## config.mk

```make
export PLATFORM = sky130hd
export DESIGN_NAME = sie_top
export DESIGN_NICKNAME = d
export VERILOG_FILES = /design/src/rtl/sie_pkg.sv /design/src/rtl/sie_top.sv
export SDC_FILE = /design/constraint.sdc
export NUM_CORES = 1
export LEC_CHECK = 0
export BUFFER_PORTS_ARGS = -buffer_cell sky130_fd_sc_hd__buf_2
export CAP_MARGIN = 20
export CORE_UTILIZATION = 40
export DETAILED_ROUTE_END_ITERATION = 6
export GPL_TIMING_DRIVEN = 0
export PLACE_DENSITY = 0.61
export SLEW_MARGIN = 30
export SYNTH_ARGS = -nofsm -noshare
export SYNTH_HDL_FRONTEND = slang
export SYNTH_SLANG_ARGS = --single-unit
```

## constraint.sdc

```tcl
create_clock -name SYS_CLK -period 3.5 [get_ports SYS_CLK]
set_input_delay 0 -clock SYS_CLK [delete_from_list [all_inputs] [get_ports SYS_CLK]]
set_output_delay 0 -clock SYS_CLK [all_outputs]
set_load 0.02 [all_outputs]
```

## src/rtl/sie_pkg.sv

```systemverilog
package sie_pkg;

  // ----------------------------------------------------------------
  // Timing
  // ----------------------------------------------------------------
  localparam int unsigned CLK_NS         = 20;
  localparam int unsigned MS_NS          = 1_000_000;
  localparam int unsigned MS_CYCLES      = MS_NS / CLK_NS;
  localparam int unsigned TEST_LOW_NS    = 40_000;
  localparam int unsigned TEST_LOW_CYC   = TEST_LOW_NS / CLK_NS;
  localparam logic [7:0]  TEST_PERIOD_MS = 8'h02;
  localparam logic [7:0]  FILT_MIN_MS    = 8'h03;
  localparam logic [7:0]  FILT_MAX_MS    = 8'hfa;

  // ----------------------------------------------------------------
  // Channels and blocks
  // ----------------------------------------------------------------
  localparam int unsigned NUM_CH  = 9;
  localparam int unsigned NUM_BLK = 3;
  localparam int unsigned BLK_ES  = 0;
  localparam int unsigned BLK_TD  = 1;
  localparam int unsigned BLK_SS  = 2;
  localparam int unsigned BASE_ES = 0;
  localparam int unsigned BASE_TD = 3;
  localparam int unsigned BASE_SS = 6;

  // ----------------------------------------------------------------
  // Register map and reset values
  // ----------------------------------------------------------------
  localparam logic [7:0]  ADDR_ES_CFG = 8'h00;
  localparam logic [7:0]  ADDR_TD_CFG = 8'h04;
  localparam logic [7:0]  ADDR_SS_CFG = 8'h08;
  localparam logic [7:0]  ADDR_FB_IN  = 8'h0c;
  localparam logic [7:0]  ADDR_FB_CFG = 8'h10;
  localparam logic [7:0]  ADDR_STATUS = 8'h14;
  localparam logic [31:0] CFG_RST     = 32'h000a_0300;
  localparam logic [31:0] FB_CFG_RST  = 32'h0000_0000;
  localparam logic [7:0]  FB_FW_V2    = 8'h20;
  localparam logic [5:0]  FB_MAX_EXT  = 6'h20;
  localparam logic [5:0]  FB_MAX_STD  = 6'h08;

  // ----------------------------------------------------------------
  // Encodings
  // ----------------------------------------------------------------
  localparam logic [1:0] ES_2NO   = 2'h0;
  localparam logic [1:0] ES_MODE1 = 2'h1;
  localparam logic [1:0] ES_MODE2 = 2'h2;
  localparam logic [1:0] TD_NC    = 2'h0;
  localparam logic [1:0] TD_NO    = 2'h1;
  localparam logic [1:0] TD_DNC   = 2'h2;
  localparam logic [1:0] TD_NCNO  = 2'h3;
  localparam logic [1:0] RT_NONE  = 2'h0;
  localparam logic [1:0] RT_MAN   = 2'h1;

  typedef enum logic [1:0] {RS_IDLE, RS_ARM, RS_HIGH, RS_ON} sie_rst_e;

  typedef struct packed {
    logic [7:0] pad;
    logic [7:0] sim_ms;
    logic [7:0] filt_ms;
    logic       sim_en;
    logic       err_en;
    logic       test_en;
    logic       start_en;
    logic [1:0] rst_t;
    logic [1:0] variant;
  } sie_cfg_s;

  typedef struct packed {
    logic [7:0]  addr;
    logic [31:0] wdata;
    logic        wr;
    logic        rd;
  } sie_bus_req_s;

endpackage

```

## src/rtl/sie_top.sv

```systemverilog
`timescale 1ns/100ps
// Notes on behaviour
// - Enabling switch output high only in middle position.
// - Input type: two NO, or two NO plus NC.
// - Mode one: third contact low only fully pressed.
// - Mode two: third contact high only released.
// - Enabling switch simultaneity check always active.
// - Debounce filter 3 to 250 ms everywhere.
// - Power_on_proof_test: activate then release once first.
// - Test outputs pulsed to detect wire shorts.
// - Single-channel sensor output follows its input.
// - Dual NC: output high only both high.
// - NC-NO: output high when first high, second low.
// - Simultaneity error when contacts disagree too long.
// - Testable device simultaneity check is optional.
// - Manual reset: release on reset rising edge.
// - Monitored reset: needs full high-low reset pulse.
// - No reset: output follows evaluated inputs.
// - Reset input is channel after block channels.
// - Semiconductor evaluator high when inputs high.
// - Semiconductor simultaneity check always applies.
// - Optional error output shows detected faults.
// - Up to 32 virtual inputs, else 8.
module sie_top #(
  parameter int unsigned P_MS_CYCLES = sie_pkg::MS_CYCLES
) (
  input  wire logic                  SYS_CLK,    // 50 MHz clock
  input  wire logic                  RST_N,      // Asynchronous reset, active low
  input  wire sie_pkg::sie_bus_req_s BUS_REQ,    // Register bus request
  output logic [31:0]                BUS_RDATA,  // Read data, cycle after read strobe
  input  wire logic [8:0]            CONTACT_IN, // External contact channels
  output logic [8:0]                 TEST_OUT,   // Test output per channel
  output logic [2:0]                 BLK_OUT,    // Evaluated output per block
  output logic [2:0]                 ERR_OUT,    // Error output per block
  output logic [31:0]                FB_OUT      // Virtual fieldbus inputs
);

  // ----------------------------------------------------------------
  // Decoding helpers
  // ----------------------------------------------------------------
  function automatic int unsigned blk_of(input int unsigned ch);
    blk_of = (ch < sie_pkg::BASE_TD) ? sie_pkg::BLK_ES :
             (ch < sie_pkg::BASE_SS) ? sie_pkg::BLK_TD : sie_pkg::BLK_SS;
  endfunction

  function automatic int unsigned base_of(input int unsigned b);
    base_of = (b == sie_pkg::BLK_ES) ? sie_pkg::BASE_ES :
              (b == sie_pkg::BLK_TD) ? sie_pkg::BASE_TD : sie_pkg::BASE_SS;
  endfunction

  function automatic int unsigned nch_of(input int unsigned b, input logic [1:0] v);
    nch_of = 2;
    if (b == sie_pkg::BLK_ES && v != sie_pkg::ES_2NO) begin
      nch_of = 3;
    end
    if (b == sie_pkg::BLK_TD && (v == sie_pkg::TD_NC || v == sie_pkg::TD_NO)) begin
      nch_of = 1;
    end
  endfunction

  // Pattern bit 0 is contact_a, bit 1 contact_b, bit 2 contact_c.
  function automatic logic pat_active(input int unsigned b, input logic [1:0] v, input logic [2:0] p);
    pat_active = 1'b0;
    if (b == sie_pkg::BLK_ES) begin
      case (v)
        sie_pkg::ES_MODE1: pat_active = (p == 3'h7);
        sie_pkg::ES_MODE2: pat_active = (p == 3'h3);
        default:           pat_active = (p[1:0] == 2'h3);
      endcase
    end else if (b == sie_pkg::BLK_TD) begin
      case (v)
        sie_pkg::TD_DNC:  pat_active = (p[1:0] == 2'h3);
        sie_pkg::TD_NCNO: pat_active = (p[1:0] == 2'h1);
        default:          pat_active = p[0];
      endcase
    end else begin
      pat_active = (p[1:0] == 2'h3);
    end
  endfunction

  function automatic logic pat_idle(input int unsigned b, input logic [1:0] v, input logic [2:0] p);
    pat_idle = 1'b0;
    if (b == sie_pkg::BLK_ES) begin
      case (v)
        sie_pkg::ES_MODE1: pat_idle = (p == 3'h4) || (p == 3'h0);
        sie_pkg::ES_MODE2: pat_idle = (p == 3'h4) || (p == 3'h0);
        default:           pat_idle = (p[1:0] == 2'h0);
      endcase
    end else if (b == sie_pkg::BLK_TD) begin
      case (v)
        sie_pkg::TD_DNC:  pat_idle = (p[1:0] == 2'h0);
        sie_pkg::TD_NCNO: pat_idle = (p[1:0] == 2'h2);
        default:          pat_idle = !p[0];
      endcase
    end else begin
      pat_idle = (p[1:0] == 2'h0);
    end
  endfunction

  // Filter clamp for every block, then block-specific constraints on the raw software configuration.
  function automatic sie_pkg::sie_cfg_s eff_cfg(input int unsigned b, input sie_pkg::sie_cfg_s c);
    eff_cfg = c;
    if (c.filt_ms < sie_pkg::FILT_MIN_MS) begin
      eff_cfg.filt_ms = sie_pkg::FILT_MIN_MS;
    end
    if (c.filt_ms > sie_pkg::FILT_MAX_MS) begin
      eff_cfg.filt_ms = sie_pkg::FILT_MAX_MS;
    end
    if (b == sie_pkg::BLK_ES) begin
      eff_cfg.sim_en = 1'b1;
      eff_cfg.rst_t  = sie_pkg::RT_NONE;
    end
    if (b == sie_pkg::BLK_SS) begin
      eff_cfg.sim_en  = 1'b1;
      eff_cfg.variant = 2'h0;
    end
  endfunction

  // ----------------------------------------------------------------
  // State
  // ----------------------------------------------------------------
  sie_pkg::sie_cfg_s cfg_q  [3];
  sie_pkg::sie_cfg_s ecfg   [3];
  logic [31:0]       fb_in_q;
  logic [31:0]       fb_cfg_q;
  logic [31:0]       rdata_q;
  logic [8:0]        sync1_q;
  logic [8:0]        sync2_q;
  logic [8:0]        flt_q;
  logic [7:0]        fcnt_q [9];
  logic [15:0]       ms_cnt_q;
  logic              ms_tick;
  logic [7:0]        sim_q  [3];
  logic [2:0]        err_q;
  logic [2:0]        seen_q;
  logic [2:0]        proven_q;
  logic [2:0]        prv_rst_q;
  sie_pkg::sie_rst_e rs_q   [3];
  logic [2:0]        out_q;
  logic [2:0]        erro_q;
  logic [7:0]        tp_ms_q;
  logic [3:0]        tch_q;
  logic [11:0]       tcnt_q;
  logic [8:0]        test_q;
  logic [31:0]       fb_q;
  logic [2:0]        pat    [3];
  logic [2:0]        act;
  logic [2:0]        idle;
  logic [2:0]        valid;
  logic [2:0]        sim_to;
  logic [2:0]        tfault;
  logic [2:0]        cond;
  logic [2:0]        rst_lvl;
  logic [5:0]        fb_cnt;
  logic [31:0]       fb_mask;

  // ----------------------------------------------------------------
  // Register bus
  // ----------------------------------------------------------------
  always_ff @(posedge SYS_CLK or negedge RST_N) begin
    if (!RST_N) begin
      for (int b = 0; b < 3; b++) begin
        cfg_q[b] <= sie_pkg::sie_cfg_s'(sie_pkg::CFG_RST);
      end
      fb_in_q  <= 32'h0000_0000;
      fb_cfg_q <= sie_pkg::FB_CFG_RST;
    end else if (BUS_REQ.wr) begin
      case (BUS_REQ.addr)
        sie_pkg::ADDR_ES_CFG: cfg_q[sie_pkg::BLK_ES] <= sie_pkg::sie_cfg_s'(BUS_REQ.wdata);
        sie_pkg::ADDR_TD_CFG: cfg_q[sie_pkg::BLK_TD] <= sie_pkg::sie_cfg_s'(BUS_REQ.wdata);
        sie_pkg::ADDR_SS_CFG: cfg_q[sie_pkg::BLK_SS] <= sie_pkg::sie_cfg_s'(BUS_REQ.wdata);
        sie_pkg::ADDR_FB_IN:  fb_in_q  <= BUS_REQ.wdata;
        sie_pkg::ADDR_FB_CFG: fb_cfg_q <= BUS_REQ.wdata;
        default: begin
        end
      endcase
    end
  end

  always_ff @(posedge SYS_CLK or negedge RST_N) begin
    if (!RST_N) begin
      rdata_q <= 32'h0000_0000;
    end else if (BUS_REQ.rd) begin
      case (BUS_REQ.addr)
        sie_pkg::ADDR_ES_CFG: rdata_q <= cfg_q[sie_pkg::BLK_ES];
        sie_pkg::ADDR_TD_CFG: rdata_q <= cfg_q[sie_pkg::BLK_TD];
        sie_pkg::ADDR_SS_CFG: rdata_q <= cfg_q[sie_pkg::BLK_SS];
        sie_pkg::ADDR_FB_IN:  rdata_q <= fb_in_q;
        sie_pkg::ADDR_FB_CFG: rdata_q <= fb_cfg_q;
        sie_pkg::ADDR_STATUS: rdata_q <= {2'h0, fb_cnt, 7'h00, flt_q, 1'b0, err_q, 1'b0, out_q};
        default:              rdata_q <= 32'h0000_0000;
      endcase
    end else begin
      rdata_q <= 32'h0000_0000;
    end
  end

  // ----------------------------------------------------------------
  // Input synchroniser, millisecond tick and debounce
  // ----------------------------------------------------------------
  always_ff @(posedge SYS_CLK or negedge RST_N) begin
    if (!RST_N) begin
      sync1_q <= 9'h000;
      sync2_q <= 9'h000;
    end else begin
      sync1_q <= CONTACT_IN;
      sync2_q <= sync1_q;
    end
  end

  assign ms_tick = (ms_cnt_q == 16'(P_MS_CYCLES - 1));

  always_ff @(posedge SYS_CLK or negedge RST_N) begin
    if (!RST_N) begin
      ms_cnt_q <= 16'h0000;
    end else if (ms_tick) begin
      ms_cnt_q <= 16'h0000;
    end else begin
      ms_cnt_q <= ms_cnt_q + 16'h0001;
    end
  end

  always_comb begin
    for (int b = 0; b < 3; b++) begin
      ecfg[b] = eff_cfg(b, cfg_q[b]);
    end
  end

  // A change is taken only after it has held for the whole filter time, so the short test
  // pulses never reach the evaluators; the price is added response time.
  always_ff @(posedge SYS_CLK or negedge RST_N) begin
    if (!RST_N) begin
      flt_q <= 9'h000;
      for (int c = 0; c < 9; c++) begin
        fcnt_q[c] <= 8'h00;
      end
    end else begin
      for (int c = 0; c < 9; c++) begin
        if (sync2_q[c] == flt_q[c]) begin
          fcnt_q[c] <= 8'h00;
        end else if (ms_tick) begin
          if (fcnt_q[c] + 8'h01 >= ecfg[blk_of(c)].filt_ms) begin
            flt_q[c]  <= sync2_q[c];
            fcnt_q[c] <= 8'h00;
          end else begin
            fcnt_q[c] <= fcnt_q[c] + 8'h01;
          end
        end
      end
    end
  end

  // ----------------------------------------------------------------
  // Test pulses
  // ----------------------------------------------------------------
  always_ff @(posedge SYS_CLK or negedge RST_N) begin
    if (!RST_N) begin
      tp_ms_q <= 8'h00;
      tcnt_q  <= 12'h000;
      tch_q   <= 4'h0;
    end else begin
      if (ms_tick) begin
        tp_ms_q <= (tp_ms_q == sie_pkg::TEST_PERIOD_MS - 8'h01) ? 8'h00 : tp_ms_q + 8'h01;
      end
      if (ms_tick && tp_ms_q == sie_pkg::TEST_PERIOD_MS - 8'h01) begin
        tcnt_q <= 12'(sie_pkg::TEST_LOW_CYC);
      end else if (tcnt_q != 12'h000) begin
        tcnt_q <= tcnt_q - 12'h001;
      end
      if (tcnt_q == 12'h001) begin
        tch_q <= (tch_q == 4'(sie_pkg::NUM_CH - 1)) ? 4'h0 : tch_q + 4'h1;
      end
    end
  end

  // One channel is pulled low at a time, so a wire shorted to a neighbour stays high and is caught.
  always_ff @(posedge SYS_CLK or negedge RST_N) begin
    if (!RST_N) begin
      test_q <= 9'h1ff;
    end else begin
      for (int c = 0; c < 9; c++) begin
        test_q[c] <= !(tcnt_q != 12'h000 && tch_q == 4'(c) && ecfg[blk_of(c)].test_en);
      end
    end
  end

  always_comb begin
    for (int b = 0; b < 3; b++) begin
      tfault[b] = (tcnt_q == 12'h001) && sync2_q[tch_q] && ecfg[b].test_en &&
                  (blk_of(32'(tch_q)) == b) &&
                  (32'(tch_q) < base_of(b) + nch_of(b, ecfg[b].variant));
    end
  end

  // ----------------------------------------------------------------
  // Pattern evaluation and simultaneity
  // ----------------------------------------------------------------
  always_comb begin
    for (int b = 0; b < 3; b++) begin
      pat[b]     = flt_q[base_of(b) +: 3];
      if (nch_of(b, ecfg[b].variant) < 3) begin
        pat[b][2] = 1'b0;
      end
      act[b]     = pat_active(b, ecfg[b].variant, pat[b]);
      idle[b]    = pat_idle(b, ecfg[b].variant, pat[b]);
      valid[b]   = act[b] || idle[b];
      sim_to[b]  = ecfg[b].sim_en && !valid[b] && (sim_q[b] > ecfg[b].sim_ms);
      rst_lvl[b] = flt_q[base_of(b) + nch_of(b, ecfg[b].variant)];
      cond[b]    = act[b] && !err_q[b] && (proven_q[b] || !ecfg[b].start_en);
    end
  end

  always_ff @(posedge SYS_CLK or negedge RST_N) begin
    if (!RST_N) begin
      for (int b = 0; b < 3; b++) begin
        sim_q[b] <= 8'h00;
      end
    end else begin
      for (int b = 0; b < 3; b++) begin
        if (!ecfg[b].sim_en || valid[b]) begin
          sim_q[b] <= 8'h00;
        end else if (ms_tick && sim_q[b] != 8'hff) begin
          sim_q[b] <= sim_q[b] + 8'h01;
        end
      end
    end
  end

  // A fault latches and holds the output low until the contacts are back at rest;
  // a new fault in the clearing cycle wins.
  always_ff @(posedge SYS_CLK or negedge RST_N) begin
    if (!RST_N) begin
      err_q <= 3'h0;
    end else begin
      for (int b = 0; b < 3; b++) begin
        if (sim_to[b] || tfault[b]) begin
          err_q[b] <= 1'b1;
        end else if (idle[b]) begin
          err_q[b] <= 1'b0;
        end
      end
    end
  end

  // ----------------------------------------------------------------
  // Start-up proof test
  // ----------------------------------------------------------------
  always_ff @(posedge SYS_CLK or negedge RST_N) begin
    if (!RST_N) begin
      seen_q   <= 3'h0;
      proven_q <= 3'h0;
    end else begin
      for (int b = 0; b < 3; b++) begin
        if (act[b] && !err_q[b]) begin
          seen_q[b] <= 1'b1;
        end
        if (seen_q[b] && idle[b]) begin
          proven_q[b] <= 1'b1;
        end
      end
    end
  end

  // ----------------------------------------------------------------
  // Reset handling and outputs
  // ----------------------------------------------------------------
  always_ff @(posedge SYS_CLK or negedge RST_N) begin
    if (!RST_N) begin
      prv_rst_q <= 3'h0;
    end else begin
      prv_rst_q <= rst_lvl;
    end
  end

  always_ff @(posedge SYS_CLK or negedge RST_N) begin
    if (!RST_N) begin
      for (int b = 0; b < 3; b++) begin
        rs_q[b] <= sie_pkg::RS_IDLE;
      end
    end else begin
      for (int b = 0; b < 3; b++) begin
        case (rs_q[b])
          sie_pkg::RS_IDLE: begin
            if (cond[b]) begin
              rs_q[b] <= (ecfg[b].rst_t == sie_pkg::RT_NONE) ? sie_pkg::RS_ON : sie_pkg::RS_ARM;
            end
          end
          sie_pkg::RS_ARM: begin
            if (!cond[b]) begin
              rs_q[b] <= sie_pkg::RS_IDLE;
            end else if (ecfg[b].rst_t == sie_pkg::RT_NONE) begin
              rs_q[b] <= sie_pkg::RS_ON;
            end else if (rst_lvl[b] && !prv_rst_q[b]) begin
              rs_q[b] <= (ecfg[b].rst_t == sie_pkg::RT_MAN) ? sie_pkg::RS_ON : sie_pkg::RS_HIGH;
            end
          end
          sie_pkg::RS_HIGH: begin
            if (!cond[b]) begin
              rs_q[b] <= sie_pkg::RS_IDLE;
            end else if (!rst_lvl[b] && prv_rst_q[b]) begin
              rs_q[b] <= sie_pkg::RS_ON;
            end
          end
          sie_pkg::RS_ON: begin
            if (!cond[b]) begin
              rs_q[b] <= sie_pkg::RS_IDLE;
            end
          end
          default: rs_q[b] <= sie_pkg::RS_IDLE;
        endcase
      end
    end
  end

  always_ff @(posedge SYS_CLK or negedge RST_N) begin
    if (!RST_N) begin
      out_q  <= 3'h0;
      erro_q <= 3'h0;
    end else begin
      for (int b = 0; b < 3; b++) begin
        out_q[b]  <= (rs_q[b] == sie_pkg::RS_ON) && cond[b];
        erro_q[b] <= err_q[b] && ecfg[b].err_en;
      end
    end
  end

  // ----------------------------------------------------------------
  // Fieldbus virtual inputs
  // ----------------------------------------------------------------
  always_comb begin
    if (fb_cfg_q[0] && fb_cfg_q[15:8] >= sie_pkg::FB_FW_V2) begin
      fb_cnt  = sie_pkg::FB_MAX_EXT;
      fb_mask = 32'hffff_ffff;
    end else begin
      fb_cnt  = sie_pkg::FB_MAX_STD;
      fb_mask = 32'h0000_00ff;
    end
  end

  always_ff @(posedge SYS_CLK or negedge RST_N) begin
    if (!RST_N) begin
      fb_q <= 32'h0000_0000;
    end else begin
      fb_q <= fb_in_q & fb_mask;
    end
  end

  assign BUS_RDATA = rdata_q;
  assign TEST_OUT  = test_q;
  assign BLK_OUT   = out_q;
  assign ERR_OUT   = erro_q;
  assign FB_OUT    = fb_q;

endmodule

```

; After elaboration in Yosys (flattened, before gate mapping)
; Cells that the tools add are included.
[totals]
elab_cells = 432
out_inout_bits = 79
regBits = 420
input_bits = 53
[classes]
n_mux = 95
magnitude_cmp = 28
n_addsub = 17
n_eq_ne = 65
n_reduce_logical = 143
bitwise = 10
[op_table]
columns = operator, n
row1 = 8-bit 2-to-1 mux, 40
row2 = 32-bit case mux with 6 select lines, 1
row3 = 8-bit by 1-bit adder with 8-bit output (second input constant), 13
row4 = 8-bit greater-or-equal comparator, 9
row5 = 32-bit by 5-bit < comparator with 1-bit output (second input constant), 2
row6 = 4-bit by 32-bit < comparator with 1-bit output, 2
row7 = 32-bit 2-to-1 mux, 2
row8 = 1-bit logical AND, 57
row9 = 2-bit 2-to-1 mux, 24
row10 = 2-bit nonzero test, 17
row11 = 2-bit by 32-bit adder with 32-bit output (first input constant), 1
row12 = 32-bit bitwise AND, 1
row13 = 32-bit by 1-bit equality test with 1-bit output (second input constant), 1
row14 = 32-bit logical NOT, 1
row15 = 32-bit by 2-bit < comparator with 1-bit output (second input constant), 1
row16 = 3-bit AND reduction, 10
row17 = 2-bit equality test (second input constant), 14
row18 = 1-bit logical NOT, 25
row19 = 8-bit greater-than comparator, 3
row20 = 8-bit greater-than comparator (second input constant), 3
row21 = 8-bit by 2-bit < comparator with 1-bit output (second input constant), 3
row22 = 12-bit 2-to-1 mux, 2
row23 = 8-bit inequality test (second input constant), 3
row24 = 2-bit case mux with 4 select lines, 3
row25 = 41 further kinds, 120

; Logic depth before layout (Yosys ltp)
; Gate-level depths: netlist of run 1.
[logic_depth]
word_depth = 12
mapped_depth = 11
mapped_depth_nobuf = 11

; Worst setup path after synthesis of run 1
; No wires, ideal clock.
[synth_timing]
kind = reg-to-reg
from = register cfg_q[15] (netlist bit)
to = register fcnt_q[16] (netlist bit)
required_ns = 3.357
path_slack_ns = 0.863
n_path_buf = 0
setup_time_ns = 0.143
arrival_ns = 2.494
synth_period_minus_slack_ns = 2.637
stages_incl_launch_ff = 11
cell_sequence = dfrtp_1 > or4_1 > nor2_1 > a21oi_1 > o21ai_0 > ha_1 > nand2b_1 > a21oi_1 > maj3_1 > o21ai_0 > o21ai_0
[synth_between]
elab_chain_len = 7
word_cells_on_any_way = 8
cone_classes = order compare (3) / mux (5)
[synth_lines]
columns = element, line_no
row1 = from (decl), sie_top.sv:122  ; sie_pkg::sie_cfg_s cfg_q [3];
row2 = "from (signal, indexed assignment)", sie_top.sv:163  ; cfg_q[b] <= sie_pkg::sie_cfg_s'(sie_pkg::CFG_RST);
row3 = "from (signal, indexed assignment)", sie_top.sv:169  ; sie_pkg::ADDR_ES_CFG: cfg_q[sie_pkg::BLK_ES] <= sie_pkg::sie_cfg_s'(BUS_REQ.wdata);
row4 = "from (signal, indexed assignment)", sie_top.sv:170  ; sie_pkg::ADDR_TD_CFG: cfg_q[sie_pkg::BLK_TD] <= sie_pkg::sie_cfg_s'(BUS_REQ.wdata);
row5 = 8-bit by 2-bit < comparator with 1-bit output, sie_top.sv:103  ; if (c.filt_ms < sie_pkg::FILT_MIN_MS) begin
row6 = 8-bit 2-to-1 mux, sie_top.sv:103
row7 = 8-bit 2-to-1 mux (*), sie_top.sv:106  ; if (c.filt_ms > sie_pkg::FILT_MAX_MS) begin
row8 = 8-bit greater-or-equal comparator (*), sie_top.sv:242  ; if (fcnt_q[c] + 8'h01 >= ecfg[blk_of(c)].filt_ms) begin
row9 = 8-bit 2-to-1 mux (*), sie_top.sv:242
row10 = 8-bit 2-to-1 mux (*), sie_top.sv:241  ; end else if (ms_tick) begin
row11 = 8-bit 2-to-1 mux (*), sie_top.sv:239  ; if (sync2_q[c] == flt_q[c]) begin
row12 = "to (signal, indexed assignment)", sie_top.sv:246  ; fcnt_q[c] <= fcnt_q[c] + 8'h01;
row13 = to (decl), sie_top.sv:130  ; logic [7:0] fcnt_q [9];
; Mark *: on every way between the ends. The rest lies on a longest branch, timed or not. The select of a mux whose other input is x is not followed.
; A chain may end at the register's enable or synchronous reset.

; Final worst setup path of run 1
[layout_timing]
from = register fcnt_q[48] (netlist bit)
to = register fcnt_q[53] (netlist bit)
[layout_between]
elab_chain_len = 5
[layout_lines]
columns = element, line_no
row1 = 8-bit by 1-bit adder with 8-bit output (*), "sie_top.sv:242, sie_top.sv:246"
row2 = 8-bit greater-or-equal comparator, sie_top.sv:242
row3 = 8-bit 2-to-1 mux (*), sie_top.sv:242
row4 = 8-bit 2-to-1 mux (*), sie_top.sv:241
row5 = 8-bit 2-to-1 mux (*), sie_top.sv:239
; Marks and branches as above.

==> results by group, run 1 <==
Status
  – Status: finished with violations
  – Failing checks: design-rule violations

Pwr
  – Switching share of power: 23.5%
  – Cell area power density: 446 nW/um^2
  – Switching power: between 2 and 3 mW
  – Cell internal pwr: 8.61 mW
  – Overall power: 11.2 mW
  – Comb power frac: 7.1%
  – Peak VDD IR: 277 uV
  – Sequential power share: 44.7%
  – Leakage: about 12 nW
  – Clk pwr share: 48.1%

Yosys
  – Adder-Cell Fraction of Synth Area: 7.06%
  – Post-synthesis register bit count: 418
  – Top FF cell, synth: dfrtp_1
  – Synth Area in Simple Gates: 13.4%
  – Avg Inst Size Synth: 11.1 um^2
  – Synth area leaders: dfrtp_1 47%, mux2_2 7.6%, ha_1 6.6%
  – XOR/XNOR Fraction of Synth Area: 5.76%
  – Async set-reset flop share out of synthesis: 100%
  – Synth warn: 0
  – Area leader, netlist: dfrtp_1
  – Syn_nets: 2080
  – Post-synth EDFFs: 0
  – Mapped Cells: 1914
  – Compound-Gate Fraction of Synth Area: 10.3%
  – Seq/Total Area, Yosys: 49.3%
  – Synthesized cell area: 21300 um^2
  – Synth cell types: 69
  – Post-synthesis mux area share: 11.4%
  – Synth top area share: 46.7%
  – Largest family of logic cells by synthesized area: simple AND/OR/NAND/NOR gates

Final layout
  – Area of the multi-input gates: 10200 um^2
  – Reg area: 10500 um^2
  – Layout cell share with drive strength beyond 1: 21.1%
  – ANT cells: 0
  – Most frequent cells in the layout: 397 x dfrtp_1, 151 x nand2_1, 146 x buf_2
  – P&R area growth vs syn: 18.3%
  – Cell Count, Final, Fillers Out: 2873
  – Final nets: 2313
  – Fillers: 4771
  – Final Util: 47.9%
  – Most common cell after layout, fill and taps aside: dfrtp_1

Worst setup path
  – Crit path DAT: ~3700 ps
  – Reg2reg path depth: 10
  – RR Endpoint: fcnt_q[53]
  – R2R Setup Slk: 280 ps
  – Req. time, crit path: ~4000 ps
  – CP Launch Point: fcnt_q[48]
  – Worst Path Max Fanout: 6
  – Crit path kind: reg2reg
  – Launching point of the worst reg2reg path: fcnt_q[48]
  – Startpoint Class: flip-flop
  – Crit end category: flip-flop

CTS
  – H-tree levels: 2
  – Root Driver: clkbuf_16
  – Longest Clk Path Bufs: 3
  – Sink Count: 418
  – Clock-pin slew on the worst setup and hold paths: 60 ps
  – Total setup buffers inserted after CTS: 0
  – Worst skew pair latency: 590 ps
  – TritonCTS clock tree: done
  – Num CTS Buffers: 46

Floorplan
  – Die area: 54200 um^2
  – Die height: roughly 230 um
  – Starting density of the core: 40.5%
  – Chip Width: about 230 um
  – IO Pins: 132
  – Core area: 52600 um^2
  – Row count: 84

Worst hold path
  – Worst Hold Class: in2reg
  – Hold path depth: 2
  – Hold_sp: CONTACT_IN[1]
  – Worst Hold Path EP: sync1_q[1]

Global route
  – First-pass GRT wire length: 91300 um
  – Initial antenna violation count: 1
  – Total track usage: 21.7%
  – Vias in the first global route: 15843
  – Global route overflow: 0
  – Largest net degree at the start of global routing: 83

Timing
  – Setup WS post-layout: 276 ps
  – RSZ-0062 raised after global routing: false
  – Max Clock Freq: 310 MHz
  – Final Hold Fails: 0
  – Period minus WS final: 3220 ps
  – Setup-failing EPs final: 0
  – Final Cycle Share: 92.1%
  – Max Slew Vio Count: 0
  – Slew margin rel.: roughly two fifths
  – Slew @ Worst Pin: just over 900 ps
  – Hold WS: 56.3 ps
  – Skew final: 17.6 ps

Detailed routing
  – DRT antenna net count: 0
  – DRC: 2
  – Mean routed wirelength per cell: 20.1 um
  – Routed Wire Length: 57800 um
  – Routed vias/inst: 5.51
  – Detailed-route via count: 15818
  – 1st-pass router iterations: 7
  – Initial DRC Count: 1024

Flow run
  – Max-cap violations: 0

Placement
  – GPL Wtd Cong: 0.890
  – I/O Buffers: 130
  – Pre-CTS setup slack: 117 ps
  – DP Cell Count: 2738
  – Post-detail-place hpwl: 42000 um
[power groups by stage]
stage	clock, mW	sequential (mW)	combinational [mW]
2_1_floorplan	0	5.09	0.415
3_3_place_gp	0	5.11	0.710
3_5_place_dp	0	5.11	0.754
4_1_cts	5.54	5.03	0.803
5_1_grt	5.73	5.04	0.889
6_report	5.42	5.03	0.803
[layout make-up]
| cell class | instances | area share, % |
|---|---|---|
| plain buffers | 74 | 1.28 |
| clock buffers | 61 | 5.28 |
| clock inverters | 25 | 1.48 |
| inverters | 75 | 1.12 |
| multi-input cells | 1347 | 40.5 |
| flip-flops and latches | 418 | 41.6 |
| well taps | 688 | 3.42 |
| repair buffers | 185 | 5.26 |
[cell families (layout without fill, tap and decap cells)]
| family | count (synthesis) | after routing |
|---|---|---|
| buffers and inverters | 149 | 420 |
| xor gates and xnor gates | 140 | 140 |
| DFF | 418 | 418 |
| and+or+nand+nor | 568 | 568 |
| AOI/OAI and AO/OA | 319 | 319 |
| adders and majority gates | 122 | 122 |
| muxes | 198 | 198 |
[synthesized netlist by cell type, drive strengths merged, types with 10 or more instances]
cell type,number
a211oi,28
a21o,15
a21oi,43
a221oi,19
a22o,15
a22oi,32
and2,55
and3,36
buf,26
clkbuf,48
dfrtp,397
dfstp,21
ha,113
inv,75
mux2,177
mux2i,12
nand2,151
nand2b,16
nand3,87
nand4,20
nor2,119
nor3,19
nor4,11
o2111ai,10
o211ai,14
o21ai,77
o31ai,10
xnor2,85
xor2,55
[state kept, by name, summed over array words and instances (netlist names), 12 cells and up]
signal     flops
FB_OUT        32
fb_cfg_q      32
BUS_RDATA     32
tcnt_q        12
fb_in_q       32
ms_cnt_q      16
cfg_q         96
fcnt_q        72
sim_q         24
[worst max path at each step]
stage | endpoint | slack [ps] | depth (start not counted)
detailed placement | fcnt_q[30] | 120 | 10
finish | fcnt_q[53] | 280 | 10
global placement | ms_cnt_q[11] | -5860 | 1
floorplan | fcnt_q[16] | 860 | 10
CTS | fcnt_q[16] | 90 | 10
global route | fcnt_q[69] | 30 | 10
[per-layer routing]
layer | share of wire [%] | vias up | global-route usage (%)
met5 | 0 | - | 0
met4 | 2.4 | 0 | 6.15
met3 | 4.4 | 85 | 2.86
met2 | 47 | 381 | 35.2
met1 | 46 | 8014 | 30.2
li1 | - | 7338 | -
[critical path: stages (launching register included)]
cell,delay [ps]
dfrtp_1,430
ha_1,250
nand3_1,130
nor2_1,160
xor2_1,230
ha_1,290
a21oi_1,170
nand2_1,80
a221oi_1,630
o21ai_0,390
a211oi_1,350
[stage by stage]
step                TNS [ps]  instance area [um^2]
finish                     0                 25200
global route               0                 25200
CTS                        0                 25200
detailed placement         0                 23000
global placement    -2370680                 22800
floorplan                  0                 21300
[timing repair]
action                                  4_1_cts  5_1_grt
resized for setup                             0        4
hold buffers                                 49        0
endpoints found under the hold margin       363        0
endpoints found under the setup margin        0       31
(Power assumes the default switching activity.)
==> inputs of run 2 (changes only) <==
CORE_UTILIZATION = 50   (was 40)
PLACE_DENSITY = 0.73   (was 0.61)
==> results by group, run 2 (synthesis results as in run 1) <==
Status
  – Status: finished, final reports clean

Floorplan
  – IO Pins: 132 (unchanged)
  – Die area: 43400 um^2 (-20%)
  – Core area: 41900 um^2 (-20%)
  – Row count: 75 (-11%)
  – Chip Width: 208 um (-10%)
  – Starting density of the core: 50.8% (+10 points)
  – Die height: 208 um (-10%)

Final layout
  – Reg area: 10500 um^2 (unchanged)
  – Area of the multi-input gates: 10200 um^2 (about the same)
  – Number of flip-flops in the largest register: 96 (unchanged)
  – Most common cell after layout, fill and taps aside: dfrtp_1
  – Final nets: 2308 (-0.22%)
  – Layout cell share with drive strength beyond 1: 20.8% (-0.35 points)
  – Final Util: 59.0% (+11 points)
  – Largest Register: cfg_q
  – P&R area growth vs syn: 16.3%
  – Most frequent cells in the layout: 397 x dfrtp_1, 151 x nand2_1, 146 x buf_2
  – Fillers: 3341 (-30%)
  – Largest regs: cfg_q x96, fcnt_q x72
  – Cell Count, Final, Fillers Out: 2718 (-5.4%)

Worst setup path
  – Reg2reg path depth: 10 (unchanged)
  – Req. time, crit path: 3930 ps (-60 ps)
  – Worst Path Max Fanout: 9 (+3)
  – Crit end category: flip-flop
  – Crit path DAT: 3620 ps (-90 ps)
  – Startpoint Class: flip-flop
  – Crit path kind: reg2reg

Placement
  – Pre-CTS setup slack: 192 ps (+75.0 ps)
  – I/O Buffers: 130 (unchanged)
  – DP Cell Count: 2587 (-5.5%)
  – Post-detail-place hpwl: 40000 um (-4.7%)
  – GPL Wtd Cong: 0.906 (+1.8%)

Timing
  – Slew margin rel.: 36.8% (-1.7 points)
  – Setup tns final: 0 ps (unchanged)
  – Hold WS: 19.0 ps (-37.2 ps)
  – Setup-failing EPs final: 0 (unchanged)
  – Max Clock Freq: 313 MHz (+1.0%)
  – Skew final: 23.4 ps (+5.86 ps)
  – RSZ-0062 raised after global routing: false
  – Slew @ Worst Pin: 939 ps (+17.0 ps)
  – Period minus WS final: 3190 ps (-33.2 ps)
  – Final Cycle Share: 91.2% (-0.95 points)
  – Max Slew Vio Count: 0 (unchanged)
  – Final Hold Fails: 0 (unchanged)
  – Setup WS post-layout: 309 ps (+33.2 ps)

CTS
  – Num CTS Buffers: 45 (-2.2%)
  – Worst skew pair latency: 590 ps (about the same)
  – TritonCTS clock tree: done
  – Clock-pin slew on the worst setup and hold paths: 60 ps (about the same)
  – Root Driver: clkbuf_16
  – H-tree levels: 2 (unchanged)
  – Longest Clk Path Bufs: 3 (unchanged)
  – Sink Count: 418 (unchanged)

Pwr
  – Leakage: 11.7 nW (-0.81%)
  – Peak VDD IR: 331 uV (+20%)
  – Cell area power density: 433 nW/um^2 (-3.1%)

Detailed routing
  – DRT antenna net count: 0 (unchanged)
  – DRC: 0 (-2)
  – Routed Wire Length: 56300 um (-2.5%)
  – 1st-pass router iterations: 5 (-2)
  – Mean routed wirelength per cell: 20.7 um (+3.1%)
  – Routed vias/inst: 5.93 (+7.6%)
  – Detailed-route via count: 16106 (+1.8%)
  – Initial DRC Count: 1392 (+36%)

Global route
  – Largest net degree at the start of global routing: 92 (+11%)
  – Total track usage: 26.3% (+4.6 points)
  – Vias in the first global route: 16036 (+1.2%)
  – Global route overflow: 0 (unchanged)
  – Initial antenna violation count: 1 (unchanged)
  – First-pass GRT wire length: 88900 um (-2.6%)

Flow run
  – Max-cap violations: 0 (unchanged)

Worst hold path
  – Worst Hold Class: in2async
-- run 2: cell count changes in the layout (fill, tap and decap cells not counted), moves of 2 or more --
cell        previous run  this run
buf_16                 6         4
o21ai_1                8         6
bufinv_16              9         3
clkbuf_1              54        57
clkinvlp_4             5         0
clkinv_2               8        10
inv_6                  3         0
clkbuf_16             49        46
clkbuf_8               6        13
-- run 2: final timing paths --
check | from | to | slack, ps
worst max-delay path | cfg_q[46] | fcnt_q[30] | 310
worst min-delay path | RST_N | cfg_q[77] | 20
worst max register to register | cfg_q[46] | fcnt_q[30] | 310
worst min register to register | sync1_q[2] | sync2_q[2] | 340
max in group asynchronous | RST_N | fcnt_q[2] | 2610
min in group SYS_CLK | BUS_REQ[34] | cfg_q[46] | 30
-- run 2: area by class of cell --
class | count | area share (%)
Antenna cell | 1 | 0.0101
Clock inverter | 15 | 0.713
Inverter | 75 | 1.14
Sequential cell | 418 | 42.4
Buffer | 74 | 1.30
Tap cell | 539 | 2.72
Clock buffer | 68 | 5.51
Timing Repair Buffer | 181 | 5.01
Multi-Input combinational cell | 1347 | 41.2
-- run 2: power by group --
| part | total [mW] | leakage (nW) | switching, mW | internal (mW) |
|---|---|---|---|---|
| clock network | 4.90 | 0.769 | 1.98 | 2.92 |
| registers | 5.03 | 5.68 | 0.0908 | 4.94 |
| logic | 0.782 | 5.25 | 0.479 | 0.303 |
-- run 2: through the flow --
step                      total power, mW  cell area, um^2
after floorplan                      5.50            21300
after global placement               5.80            22600
after detailed placement             5.84            22700
after CTS                            10.8            24700
after global routing                 11.1            24800
final                                10.7            24800
-- run 2: worst max-delay path, stage by stage (launching register included) --
cell	delay, ps
dfrtp_1	410
or4_1	530
nor2_1	150
a21oi_1	60
o21ai_0	470
ha_1	200
nand2b_1	90
a21oi_1	70
maj3_1	360
o21ai_1	500
o21ai_0	190
-- run 2: timing repair --
item	in CTS	in global routing
hold buffers	47	0
setup endpoints to repair	0	14
hold endpoints to repair	583	0
gates resized for setup	0	4
buffers inserted	0	0
-- run 2: routing by layer --
metal	GRT usage, %	up-vias	part of all wire [%]
li1	-	7319	-
met1	35.9	8151	44
met2	42.1	525	47
met3	4.00	109	5.6
met4	10.2	2	3.2
met5	0	-	0.023
